## config.mk

```make
export PLATFORM = sky130hd
export DESIGN_NAME = dmace_top
export DESIGN_NICKNAME = d
export VERILOG_FILES = /design/src/logic/dmace_pkg.sv /design/src/logic/dmace_top.sv /design/src/logic/dmace_src_sel.sv /design/src/logic/dmace_addr_step.sv
export SDC_FILE = /design/constraint.sdc
export NUM_CORES = 1
export LEC_CHECK = 0
export ABC_CLOCK_PERIOD_IN_PS = 3800
export BUFFER_PORTS_ARGS = -buffer_cell sky130_fd_sc_hd__buf_2
export CAP_MARGIN = 15
export CORE_MARGIN = 2
export CORE_UTILIZATION = 57
export DETAILED_ROUTE_END_ITERATION = 8
export GPL_TIMING_DRIVEN = 0
export PLACE_DENSITY = 0.77
export RECOVER_POWER = 25
export REMOVE_ABC_BUFFERS = 1
export SLEW_MARGIN = 20
export SYNTH_ARGS = -nofsm -noshare
export SYNTH_HDL_FRONTEND = slang
export SYNTH_SLANG_ARGS = --single-unit
```

## constraint.sdc

```tcl
create_clock -name ref_clk_i -period 3.8 [get_ports ref_clk_i]
set_clock_uncertainty 0.1 [all_clocks]
set_input_delay 0.19 -clock ref_clk_i [delete_from_list [all_inputs] [get_ports ref_clk_i]]
set_output_delay 0.19 -clock ref_clk_i [all_outputs]
set_load 0.01 [all_outputs]
```

## src/logic/dmace_pkg.sv

```systemverilog
// Constants, field layout and carrier types of the DMA channel engine
package dmace_pkg;

    // ************************************************************
    // Widths
    // ************************************************************
    localparam int AW = 24;
    localparam int PW = 8;
    localparam int CW = 16;
    localparam int DW = 16;
    localparam int NSRC = 7;

    // ************************************************************
    // Register byte offsets
    // ************************************************************
    localparam logic [7:0] OFF_CTRL   = 8'h00;
    localparam logic [7:0] OFF_MEM    = 8'h04;
    localparam logic [7:0] OFF_PER    = 8'h08;
    localparam logic [7:0] OFF_COUNT  = 8'h0C;
    localparam logic [7:0] OFF_DEST   = 8'h10;
    localparam logic [7:0] OFF_STATUS = 8'h14;
    localparam logic [7:0] OFF_BLKSZ  = 8'h18;

    // ************************************************************
    // Control fields
    // ************************************************************
    localparam int CTL_W      = 14;
    localparam int B_EN       = 0;
    localparam int B_IRQ_EN   = 1;
    localparam int B_SIZE     = 2;
    localparam int B_MEM_DEC  = 3;
    localparam int B_MEM_STEP = 4;
    localparam int B_MODE_LO  = 5;
    localparam int B_SRC_LO   = 8;
    localparam int B_DST_DEC  = 11;
    localparam int B_DST_STEP = 12;
    localparam int B_BLK_SRC  = 13;
    localparam int B_ST_DONE  = 0;
    localparam int B_ST_BUSY  = 1;
    localparam int B_ST_PEND  = 2;

    localparam logic [CTL_W-1:0] CTRL_RST = 14'h0000;
    localparam logic [AW-1:0]    ADDR_RST = 24'h000000;
    localparam logic [PW-1:0]    PER_RST  = 8'h00;
    localparam logic [CW-1:0]    CNT_RST  = 16'h0000;
    localparam logic [CW-1:0]    CNT_ONE  = 16'h0001;
    localparam logic [CW-1:0]    BLK_RST  = 16'h0001;
    localparam logic [AW-PW-1:0] PER_HIGH = 16'hFFFF;
    localparam logic [AW-1:0]    STEP_B   = 24'h000001;
    localparam logic [AW-1:0]    STEP_W   = 24'h000002;

    // ************************************************************
    // Modes and activation sources
    // ************************************************************
    typedef enum logic [2:0] {
        M_IO     = 3'h0,
        M_IDLE   = 3'h1,
        M_REPEAT = 3'h2,
        M_BURST  = 3'h3,
        M_STEAL  = 3'h4,
        M_EXT    = 3'h5,
        M_BLOCK  = 3'h6
    } dmace_mode_t;

    localparam logic [2:0] SRC_TMR0  = 3'h0;
    localparam logic [2:0] SRC_TMR1  = 3'h1;
    localparam logic [2:0] SRC_TMR2  = 3'h2;
    localparam logic [2:0] SRC_SER_TX = 3'h3;
    localparam logic [2:0] SRC_SER_RX = 3'h4;
    localparam logic [2:0] SRC_CONV  = 3'h5;
    localparam logic [2:0] SRC_EXT   = 3'h6;

    typedef enum logic [2:0] {
        S_IDLE  = 3'b000,
        S_GRANT = 3'b001,
        S_READ  = 3'b011,
        S_WRITE = 3'b010,
        S_NEXT  = 3'b110
    } dmace_state_t;

    // ************************************************************
    // System bus request carrier
    // ************************************************************
    typedef struct packed {
        logic [AW-1:0] addr;
        logic          rd;
        logic          wr;
        logic          word;
        logic [DW-1:0] wdata;
    } dmace_mem_t;

endpackage : dmace_pkg

```

## src/logic/dmace_top.sv

```systemverilog
// DMA channel engine: register slave, request handling and transfer sequencer
//
// The implementer's own choices: register access over Avalon-MM and the placing of the registers.
`timescale 1ns/1ps
module dmace_top (
    input  wire logic                            ref_clk_i,
    input  wire logic                            nrst_i,
    input  wire logic [7:0]                      avs_address_i,
    input  wire logic                            avs_read_i,
    input  wire logic                            avs_write_i,
    input  wire logic [31:0]                     avs_writedata_i,
    output logic      [31:0]                     avs_readdata_o,
    output logic                                 avs_waitrequest_o,
    input  wire logic [dmace_pkg::NSRC-1:0]      xfer_req_i,
    input  wire logic                            pri_req_i,
    output logic                                 bus_req_o,
    input  wire logic                            bus_gnt_i,
    output dmace_pkg::dmace_mem_t                mem_o,
    input  wire logic [dmace_pkg::DW-1:0]        mem_rdata_i,
    input  wire logic                            mem_ack_i,
    output logic                                 cpu_irq_o
);

    // ************************************************************
    // Registers
    // ************************************************************
    logic [dmace_pkg::CTL_W-1:0] ctrl_q;
    logic [dmace_pkg::AW-1:0]    mem_q, dst_q, start_mem_q, start_dst_q;
    logic [dmace_pkg::PW-1:0]    per_q;
    logic [dmace_pkg::CW-1:0]    count_q, start_cnt_q, blksz_q, blk_left_q;
    logic                        done_q, pend_q, wait_q, bus_req_q, irq_q;
    logic [31:0]                 rdata_q;
    logic [dmace_pkg::DW-1:0]    data_q;
    dmace_pkg::dmace_mem_t       mem_q_o;
    dmace_pkg::dmace_state_t     state_q, state_d;

    // ************************************************************
    // Bus slave decode
    // ************************************************************
    // One wait cycle per access; the write lands on the edge that ends it
    wire acc   = avs_read_i || avs_write_i;
    wire wr_ok = avs_write_i && !wait_q;
    wire wr_ctl = wr_ok && (avs_address_i == dmace_pkg::OFF_CTRL);
    wire wr_mem = wr_ok && (avs_address_i == dmace_pkg::OFF_MEM);
    wire wr_per = wr_ok && (avs_address_i == dmace_pkg::OFF_PER);
    wire wr_cnt = wr_ok && (avs_address_i == dmace_pkg::OFF_COUNT);
    wire wr_dst = wr_ok && (avs_address_i == dmace_pkg::OFF_DEST);
    wire wr_sts = wr_ok && (avs_address_i == dmace_pkg::OFF_STATUS);
    wire wr_blk = wr_ok && (avs_address_i == dmace_pkg::OFF_BLKSZ);

    wire busy = (state_q != dmace_pkg::S_IDLE);
    wire [31:0] status_w = {29'h0000000, pend_q, busy, done_q};
    wire [31:0] rd_mux =
        (avs_address_i == dmace_pkg::OFF_CTRL)   ? {18'h00000, ctrl_q} :
        (avs_address_i == dmace_pkg::OFF_MEM)    ? {8'h00, mem_q} :
        (avs_address_i == dmace_pkg::OFF_PER)    ? {24'h000000, per_q} :
        (avs_address_i == dmace_pkg::OFF_COUNT)  ? {16'h0000, count_q} :
        (avs_address_i == dmace_pkg::OFF_DEST)   ? {8'h00, dst_q} :
        (avs_address_i == dmace_pkg::OFF_STATUS) ? status_w :
        (avs_address_i == dmace_pkg::OFF_BLKSZ)  ? {16'h0000, blksz_q} : 32'h00000000;

    // ************************************************************
    // Configuration decode
    // ************************************************************
    wire en       = ctrl_q[dmace_pkg::B_EN];
    wire word     = ctrl_q[dmace_pkg::B_SIZE];
    wire [2:0] md = ctrl_q[dmace_pkg::B_MODE_LO +: 3];
    wire [2:0] src = ctrl_q[dmace_pkg::B_SRC_LO +: 3];
    wire m_io     = (md == dmace_pkg::M_IO);
    wire m_idle   = (md == dmace_pkg::M_IDLE);
    wire m_rep    = (md == dmace_pkg::M_REPEAT);
    wire m_burst  = (md == dmace_pkg::M_BURST);
    wire m_steal  = (md == dmace_pkg::M_STEAL);
    wire m_block  = (md == dmace_pkg::M_BLOCK);
    wire m_short  = m_io || m_idle || m_rep;
    wire m_auto   = m_burst || m_steal;
    // In the external-request mode (M_EXT) the external request is the only outside source
    wire [2:0] src_eff = (md == dmace_pkg::M_EXT) ? dmace_pkg::SRC_EXT : src;

    logic src_hit, into_mem;
    dmace_src_sel u_src (
        .req_i      (xfer_req_i),
        .src_i      (src_eff),
        .hit_o      (src_hit),
        .into_mem_o (into_mem)
    );

    // ************************************************************
    // Addresses
    // ************************************************************
    wire [dmace_pkg::AW-1:0] per_full = {dmace_pkg::PER_HIGH, per_q};
    wire dir_in = m_short && into_mem;
    // Short modes: one memory and one fixed peripheral address
    wire [dmace_pkg::AW-1:0] src_addr = dir_in ? per_full : mem_q;
    wire [dmace_pkg::AW-1:0] dst_addr = !m_short ? dst_q :
                                        (into_mem ? mem_q : per_full);
    wire mem_step_en = m_io || m_rep ||
                       (!m_short && ctrl_q[dmace_pkg::B_MEM_STEP]);
    wire dst_step_en = !m_short && ctrl_q[dmace_pkg::B_DST_STEP];

    logic [dmace_pkg::AW-1:0] mem_next, dst_next;
    dmace_addr_step u_mem_step (
        .addr_i (mem_q),
        .en_i   (mem_step_en),
        .dec_i  (ctrl_q[dmace_pkg::B_MEM_DEC]),
        .word_i (word),
        .addr_o (mem_next)
    );
    dmace_addr_step u_dst_step (
        .addr_i (dst_q),
        .en_i   (dst_step_en),
        .dec_i  (ctrl_q[dmace_pkg::B_DST_DEC]),
        .word_i (word),
        .addr_o (dst_next)
    );

    // ************************************************************
    // Completion decode
    // ************************************************************
    wire in_next   = (state_q == dmace_pkg::S_NEXT);
    wire last_unit = !m_block || (blk_left_q == dmace_pkg::CNT_ONE);
    // Zero start count wraps to all ones, so only one ends the run
    wire cnt_end   = last_unit && (count_q == dmace_pkg::CNT_ONE);
    wire finish    = in_next && cnt_end && !m_rep;
    wire rep_wrap  = in_next && cnt_end && m_rep;
    wire blk_end   = in_next && m_block && last_unit;
    wire blk_src   = ctrl_q[dmace_pkg::B_BLK_SRC];
    wire keep_bus  = !finish && !pri_req_i &&
                     (m_burst || (m_block && !last_unit));
    wire start     = en && (m_auto || pend_q);

    // ************************************************************
    // Sequencer
    // ************************************************************
    always_comb begin
        state_d = state_q;
        unique case (state_q)
            dmace_pkg::S_IDLE:  if (start) state_d = dmace_pkg::S_GRANT;
            dmace_pkg::S_GRANT: if (bus_gnt_i) state_d = dmace_pkg::S_READ;
            dmace_pkg::S_READ:  if (mem_ack_i) state_d = dmace_pkg::S_WRITE;
            dmace_pkg::S_WRITE: if (mem_ack_i) state_d = dmace_pkg::S_NEXT;
            dmace_pkg::S_NEXT:  state_d = keep_bus ? dmace_pkg::S_READ : dmace_pkg::S_IDLE;
            default:            state_d = dmace_pkg::S_IDLE;
        endcase
    end

    always_ff @(posedge ref_clk_i or negedge nrst_i) begin
        if (!nrst_i) state_q <= dmace_pkg::S_IDLE;
        else state_q <= state_d;
    end

    // ************************************************************
    // Bus slave flops
    // ************************************************************
    always_ff @(posedge ref_clk_i or negedge nrst_i) begin
        if (!nrst_i) begin
            wait_q  <= 1'b1;
            rdata_q <= 32'h00000000;
        end else begin
            wait_q  <= !(acc && wait_q);
            rdata_q <= rd_mux;
        end
    end

    // ************************************************************
    // Control and status
    // ************************************************************
    // A software write of the enable beats the completion clear
    always_ff @(posedge ref_clk_i or negedge nrst_i) begin
        if (!nrst_i) ctrl_q <= dmace_pkg::CTRL_RST;
        else if (wr_ctl) ctrl_q <= avs_writedata_i[dmace_pkg::CTL_W-1:0];
        else if (finish) ctrl_q[dmace_pkg::B_EN] <= 1'b0;
    end

    always_ff @(posedge ref_clk_i or negedge nrst_i) begin
        if (!nrst_i) done_q <= 1'b0;
        else if (finish) done_q <= 1'b1;
        else if (wr_sts && avs_writedata_i[dmace_pkg::B_ST_DONE]) done_q <= 1'b0;
    end

    // A request arriving as the last one is taken stays pending
    always_ff @(posedge ref_clk_i or negedge nrst_i) begin
        if (!nrst_i) pend_q <= 1'b0;
        else if (!en || m_auto) pend_q <= 1'b0;
        else if (src_hit) pend_q <= 1'b1;
        else if (state_q == dmace_pkg::S_IDLE && start) pend_q <= 1'b0;
    end

    always_ff @(posedge ref_clk_i or negedge nrst_i) begin
        if (!nrst_i) irq_q <= 1'b0;
        else irq_q <= finish && ctrl_q[dmace_pkg::B_IRQ_EN];
    end

    // ************************************************************
    // Addresses and counters
    // ************************************************************
    always_ff @(posedge ref_clk_i or negedge nrst_i) begin
        if (!nrst_i) begin
            mem_q       <= dmace_pkg::ADDR_RST;
            start_mem_q <= dmace_pkg::ADDR_RST;
        end else if (wr_mem) begin
            mem_q       <= avs_writedata_i[dmace_pkg::AW-1:0];
            start_mem_q <= avs_writedata_i[dmace_pkg::AW-1:0];
        end else if (rep_wrap) mem_q <= start_mem_q;
        else if (blk_end && blk_src) mem_q <= start_mem_q;
        else if (in_next) mem_q <= mem_next;
    end

    always_ff @(posedge ref_clk_i or negedge nrst_i) begin
        if (!nrst_i) begin
            dst_q       <= dmace_pkg::ADDR_RST;
            start_dst_q <= dmace_pkg::ADDR_RST;
        end else if (wr_dst) begin
            dst_q       <= avs_writedata_i[dmace_pkg::AW-1:0];
            start_dst_q <= avs_writedata_i[dmace_pkg::AW-1:0];
        end else if (blk_end && !blk_src) dst_q <= start_dst_q;
        else if (in_next) dst_q <= dst_next;
    end

    always_ff @(posedge ref_clk_i or negedge nrst_i) begin
        if (!nrst_i) per_q <= dmace_pkg::PER_RST;
        else if (wr_per) per_q <= avs_writedata_i[dmace_pkg::PW-1:0];
    end

    always_ff @(posedge ref_clk_i or negedge nrst_i) begin
        if (!nrst_i) begin
            count_q     <= dmace_pkg::CNT_RST;
            start_cnt_q <= dmace_pkg::CNT_RST;
        end else if (wr_cnt) begin
            count_q     <= avs_writedata_i[dmace_pkg::CW-1:0];
            start_cnt_q <= avs_writedata_i[dmace_pkg::CW-1:0];
        end else if (rep_wrap) count_q <= start_cnt_q;
        else if (in_next && last_unit) count_q <= count_q - dmace_pkg::CNT_ONE;
    end

    always_ff @(posedge ref_clk_i or negedge nrst_i) begin
        if (!nrst_i) blksz_q <= dmace_pkg::BLK_RST;
        else if (wr_blk) blksz_q <= avs_writedata_i[dmace_pkg::CW-1:0];
    end

    always_ff @(posedge ref_clk_i or negedge nrst_i) begin
        if (!nrst_i) blk_left_q <= dmace_pkg::BLK_RST;
        else if (state_q == dmace_pkg::S_IDLE) blk_left_q <= blksz_q;
        else if (in_next) blk_left_q <= last_unit ? blksz_q : blk_left_q - dmace_pkg::CNT_ONE;
    end

    // ************************************************************
    // System bus master
    // ************************************************************
    // One read then one write per unit; the bus is dropped between units
    // unless burst or an unfinished block keeps it while pri_req_i is low
    always_ff @(posedge ref_clk_i or negedge nrst_i) begin
        if (!nrst_i) bus_req_q <= 1'b0;
        else bus_req_q <= (state_d != dmace_pkg::S_IDLE);
    end

    always_ff @(posedge ref_clk_i or negedge nrst_i) begin
        if (!nrst_i) data_q <= '0;
        else if (state_q == dmace_pkg::S_READ && mem_ack_i) data_q <= mem_rdata_i;
    end

    always_ff @(posedge ref_clk_i or negedge nrst_i) begin
        if (!nrst_i) mem_q_o <= '0;
        else begin
            mem_q_o.rd    <= (state_d == dmace_pkg::S_READ);
            mem_q_o.wr    <= (state_d == dmace_pkg::S_WRITE);
            mem_q_o.word  <= word;
            // A burst re-read must use the stepped source, not the one just read
            mem_q_o.addr  <= (state_d == dmace_pkg::S_WRITE) ? dst_addr :
                             (in_next ? mem_next : src_addr);
            mem_q_o.wdata <= (state_q == dmace_pkg::S_READ) ? mem_rdata_i : data_q;
        end
    end

    assign avs_readdata_o    = rdata_q;
    assign avs_waitrequest_o = wait_q;
    assign bus_req_o         = bus_req_q;
    assign mem_o             = mem_q_o;
    assign cpu_irq_o         = irq_q;

endmodule : dmace_top

```

## src/logic/dmace_src_sel.sv

```systemverilog
// Activation source selection and transfer direction inference
`timescale 1ns/1ps
module dmace_src_sel (
    input  wire logic [dmace_pkg::NSRC-1:0] req_i,
    input  wire logic [2:0]                 src_i,
    output logic                            hit_o,
    output logic                            into_mem_o
);

    // ************************************************************
    // Selection
    // ************************************************************
    assign hit_o = req_i[src_i];
    // Receive-full and converter-end read the peripheral side
    assign into_mem_o = (src_i == dmace_pkg::SRC_SER_RX)
                     || (src_i == dmace_pkg::SRC_CONV);

endmodule : dmace_src_sel

```

## src/logic/dmace_addr_step.sv

```systemverilog
// Address stepper: holds, increments or decrements by one transfer unit
`timescale 1ns/1ps
module dmace_addr_step #(
    parameter int AW = dmace_pkg::AW
) (
    input  wire logic [AW-1:0] addr_i,
    input  wire logic          en_i,
    input  wire logic          dec_i,
    input  wire logic          word_i,
    output logic [AW-1:0]      addr_o
);

    // ************************************************************
    // Step
    // ************************************************************
    logic [AW-1:0] step;
    assign step   = word_i ? dmace_pkg::STEP_W[AW-1:0] : dmace_pkg::STEP_B[AW-1:0];
    assign addr_o = !en_i ? addr_i : (dec_i ? addr_i - step : addr_i + step);

endmodule : dmace_addr_step

```

==> results.rst <==
.. list-table::
   :header-rows: 1

   * - Metric
     - Value
   * - Proportion of netlist area held by the largest area contributor
     - between 40% and 50%
   * - Met3 routing resource usage after global routing
     - approximately 7%
   * - Final count of pins violating max slew
     - a little over 50
   * - RSZ-0062 raised after global routing
     - false
   * - Synth area leader
     - dfrtp_1
   * - Critical Path AT
     - 3.99 ns
   * - Maximum operating frequency
     - ~280 MHz
   * - Maximum clock insertion buffer count
     - 3
   * - Number of fill cells in the layout
     - 2081
   * - Post-Syn Area per Cell
     - roughly 9 sq um
   * - Area added between synthesis and finish
     - 17.4%
   * - Global-route total usage across every layer
     - 33.8%
   * - CP Capture Type
     - flop
   * - M1 GR Usage
     - roughly 48%
   * - Time the worst path needs with I/O delays and setup
     - around 3.6 ns
   * - Vias per Instance
     - between 6 and 7
   * - Required time at the endpoint of the critical path
     - 4.20 ns
   * - Final count of negative-setup-slack endpoints
     - 0
   * - Die outline area
     - roughly 0.028 sq mm
   * - Dominant combinational cell family by area after synthesis
     - compound AO/OA/AOI/OAI gates
   * - CTS tree
     - done
   * - Synthesized area
     - between 0.015 and 0.02 sq mm
   * - Maximum number of pins on one net before global-route repair
     - 92
   * - Syn Inst Count
     - 1723
   * - Die Y
     - 168 um
   * - Clock buffer count from CTS
     - 29
   * - Met2 Usage GRT
     - 51.8%
   * - Core outline area
     - between 0.02 and 0.03 sq mm
   * - Synth Area in XOR/XNOR
     - approximately 1.9%
   * - Adder and majority gate portion of the synthesized area
     - 4.33%
   * - Most used standard cells in the synthesized netlist
     - nand2_1, dfrtp_1, o21ai_0
   * - Htree depth
     - 1
   * - Ranking of synthesized cells by area
     - dfrtp_1, nand2_1, mux2_2
   * - Number of distinct library cells after synthesis
     - between 70 and 80
   * - Floorplan die width
     - ~170 um
   * - Wire length per cell
     - between 20 and 25 um
   * - Number of core rows
     - 60
   * - Status
     - finished, violations left
   * - Most numerous cell in the Yosys netlist
     - nand2_1
   * - Number of sinks on the clock net
     - ~270
   * - Initial antenna violation count
     - 0
   * - Post-synthesis compound-gate area fraction
     - between 10% and 20%
   * - Clock transition at the registers of the reported paths
     - 0.06 ns
   * - Layout Utilization
     - approximately two thirds
   * - Number of synthesized register bits
     - roughly 270
   * - CP Launch Type
     - flop
   * - Max IR drop VDD
     - approximately 360 uV
   * - Worst path setup slack after routing
     - between 0.2 and 0.25 ns
   * - Wire length reported by the detailed router
     - ~48 mm
   * - Power per cell area
     - ~390 mW/mm^2
   * - Proportion of layout cells with a drive suffix above 1
     - ~18%
   * - Net count, final
     - approximately 2000
   * - Number of vias in the routed layout
     - between 10000 and 15000
   * - Worst-path maximum fanout
     - 32
   * - Slew at the pin closest to its max-slew limit
     - ~3 ns
   * - Yosys warning total
     - 0
   * - Via count of the first global-routing pass
     - approximately 13000
   * - DRT antenna net count
     - 0
   * - Class of the most critical setup path
     - reg2reg
   * - Starting density of the core
     - a little under three fifths
   * - Routability congestion estimate
     - around 0.95
   * - Relative slew slack
     - -99.0%
   * - Maxcap violations
     - 1
   * - Half-perimeter wire length after detailed placement
     - ~33 mm
   * - First-pass detailed-route iteration total
     - 6
   * - Worst hold path type
     - in2reg
   * - First-pass GRT wire length
     - about 75 mm
   * - Grt ovf
     - 0
   * - Multiplexer share of the synthesized area
     - about 7.3%
   * - Number of enable-type register cells in the synthesized netlist
     - 0
   * - Synth async-reset ratio
     - 100%
   * - Most used DFF post-synth
     - dfrtp_1
   * - Register area share after synthesis
     - between 40% and 50%
   * - Overall Power
     - 7000 uW
   * - Post-place setup slack
     - -0.638 ns
   * - Gr busiest metal
     - met2
   * - Drc violations
     - 0
   * - Number of I/O port buffers
     - ~130
   * - Clock Tree Root
     - clkbuf_16
   * - I/O pin count
     - between 100 and 150
   * - First DRT Iteration DRCs
     - 1787
   * - Clock latency on the worst-skew pair
     - 0.57 ns
   * - Share of synthesized cell area in and, or, nand and nor gates
     - between 10% and 20%
   * - Endpoints failing hold
     - 0
   * - Diode insertion count for antenna repair
     - 0
   * - Part of the cycle the worst path needs
     - around 94%
   * - Leakage component of the power
     - roughly 0.009 uW
   * - Violated checks
     - capacitance limit, slew limit
report_power, final:
group          switching [uW]  total, uW  internal [uW]  leakage (uW)
clock network            1240       2940           1710      0.000472
registers                 129       3160           3030       0.00365
logic                     550        894            344       0.00473
path summary, 6_finish.rpt:
kind,slack (ns),endpoint,cells after the start,start
hold / removal,0.02,avs_readdata_o[5],4,avs_address_i[2]
setup reg to reg,0.21,mem_q[0],9,count_q[12]
min in group asynchronous,1.05,start_mem_q[17],2,nrst_i
setup / recovery,0.21,mem_q[0],9,count_q[12]
hold reg to reg,0.37,start_mem_q[1],2,start_mem_q[1]
max in group asynchronous,0.80,blk_left_q[0],4,nrst_i
timing repair:
action / 4_1_cts / 5_1_grt
buffers inserted: 1 / 3
hold endpoints to repair: 389 / 1
gates cloned: 0 / 0
resized for setup: 9 / 8
hold buffers: 48 / 2
pin swaps: 1 / 2
setup endpoints to repair: 37 / 23
cell usage in the layout (no fill, tap or decap), types with 7 or more instances in the layout:
cell type      synthesis  layout
a31oi_1               20      19
nor2_1               140     135
a21o_1                21      21
conb_1                 1       8
ha_1                  50      50
nor3_1                48      42
nand3_1               36      34
o21ai_0              143     143
nor4_1                14      12
a21oi_1              115     113
buf_2                  5     133
a211oi_1              19      19
and3_1                 8       7
nor2b_1               10      10
o22ai_1               19      19
nand2b_1              15      15
o211ai_1              35      35
or3_1                 21      19
a22o_1                10      10
nand2_1              326     325
buf_4                  8      11
mux2_2                73      73
inv_1                 29      29
o21a_1                17      17
xor2_1                11      11
o221ai_1              17      17
clkbuf_16              0      29
xnor2_1               22      22
a22oi_1               16      16
dlygate4sd3_1          0      50
mux2i_1               23      23
dfrtp_1              270     267
area by class of cell:
class,instances,area [sq um],share of cell area [%]
tap,341,427,2.37
multi-input combinational,1334,8210,45.5
clock inverter,17,183,1.01
sequential,273,6840,37.9
clock buffer,37,806,4.47
timing repair buffer,206,1470,8.13
inverter,29,109,0.603
stage by stage:
step                      hold WS [ns]  setup TNS (ns)  cell area [sq um]  cells
after floorplan                 -0.206           -8.52              15000   1636
after global placement           0.234         -840.89              16100   2108
after detailed placement        0.0333          -10.56              16500   2129
after CTS                       0.0384       -0.000369              18000   2232
after global routing            0.0155               0              18000   2237
final                           0.0167               0              18000   2237
critical path: stages (launching register included):
cell and delay (ns):
dfrtp_1 0.46, nor4_1 0.57, nand2_1 0.17, or4_1 0.66, o21ai_0 0.39, nand3_4 0.42
nand2_2 0.38, o21ai_0 0.11, a21oi_1 0.15, a21o_1 0.11
cells by family (layout without fill, tap and decap cells):
group,after synthesis,count (layout)
buffers and inverters,123,289
XOR/XNOR,33,33
other,1,8
AO/OA/AOI/OAI,486,486
adder cells (fa/ha/maj),52,52
AND/OR/NAND/NOR,656,656
multiplexers,99,99
flip-flops,273,273
sequential cells by signal, summed over array words and instances (netlist names), 3 cells and up:
name,count
blksz_q,16
start_mem_q,24
dst_q,24
mem_o,43
per_q,8
mem_q,24
start_cnt_q,16
data_q,16
ctrl_q,14
avs_readdata_o,24
count_q,16
state_q,3
blk_left_q,16
start_dst_q,24
metal layers:
metal	part of all wire, %	wire length (um)
met1	41	19800
met2	44	21400
met3	11	5300
met4	4.0	1950
met5	0	0
(Power assumes the default switching activity.)
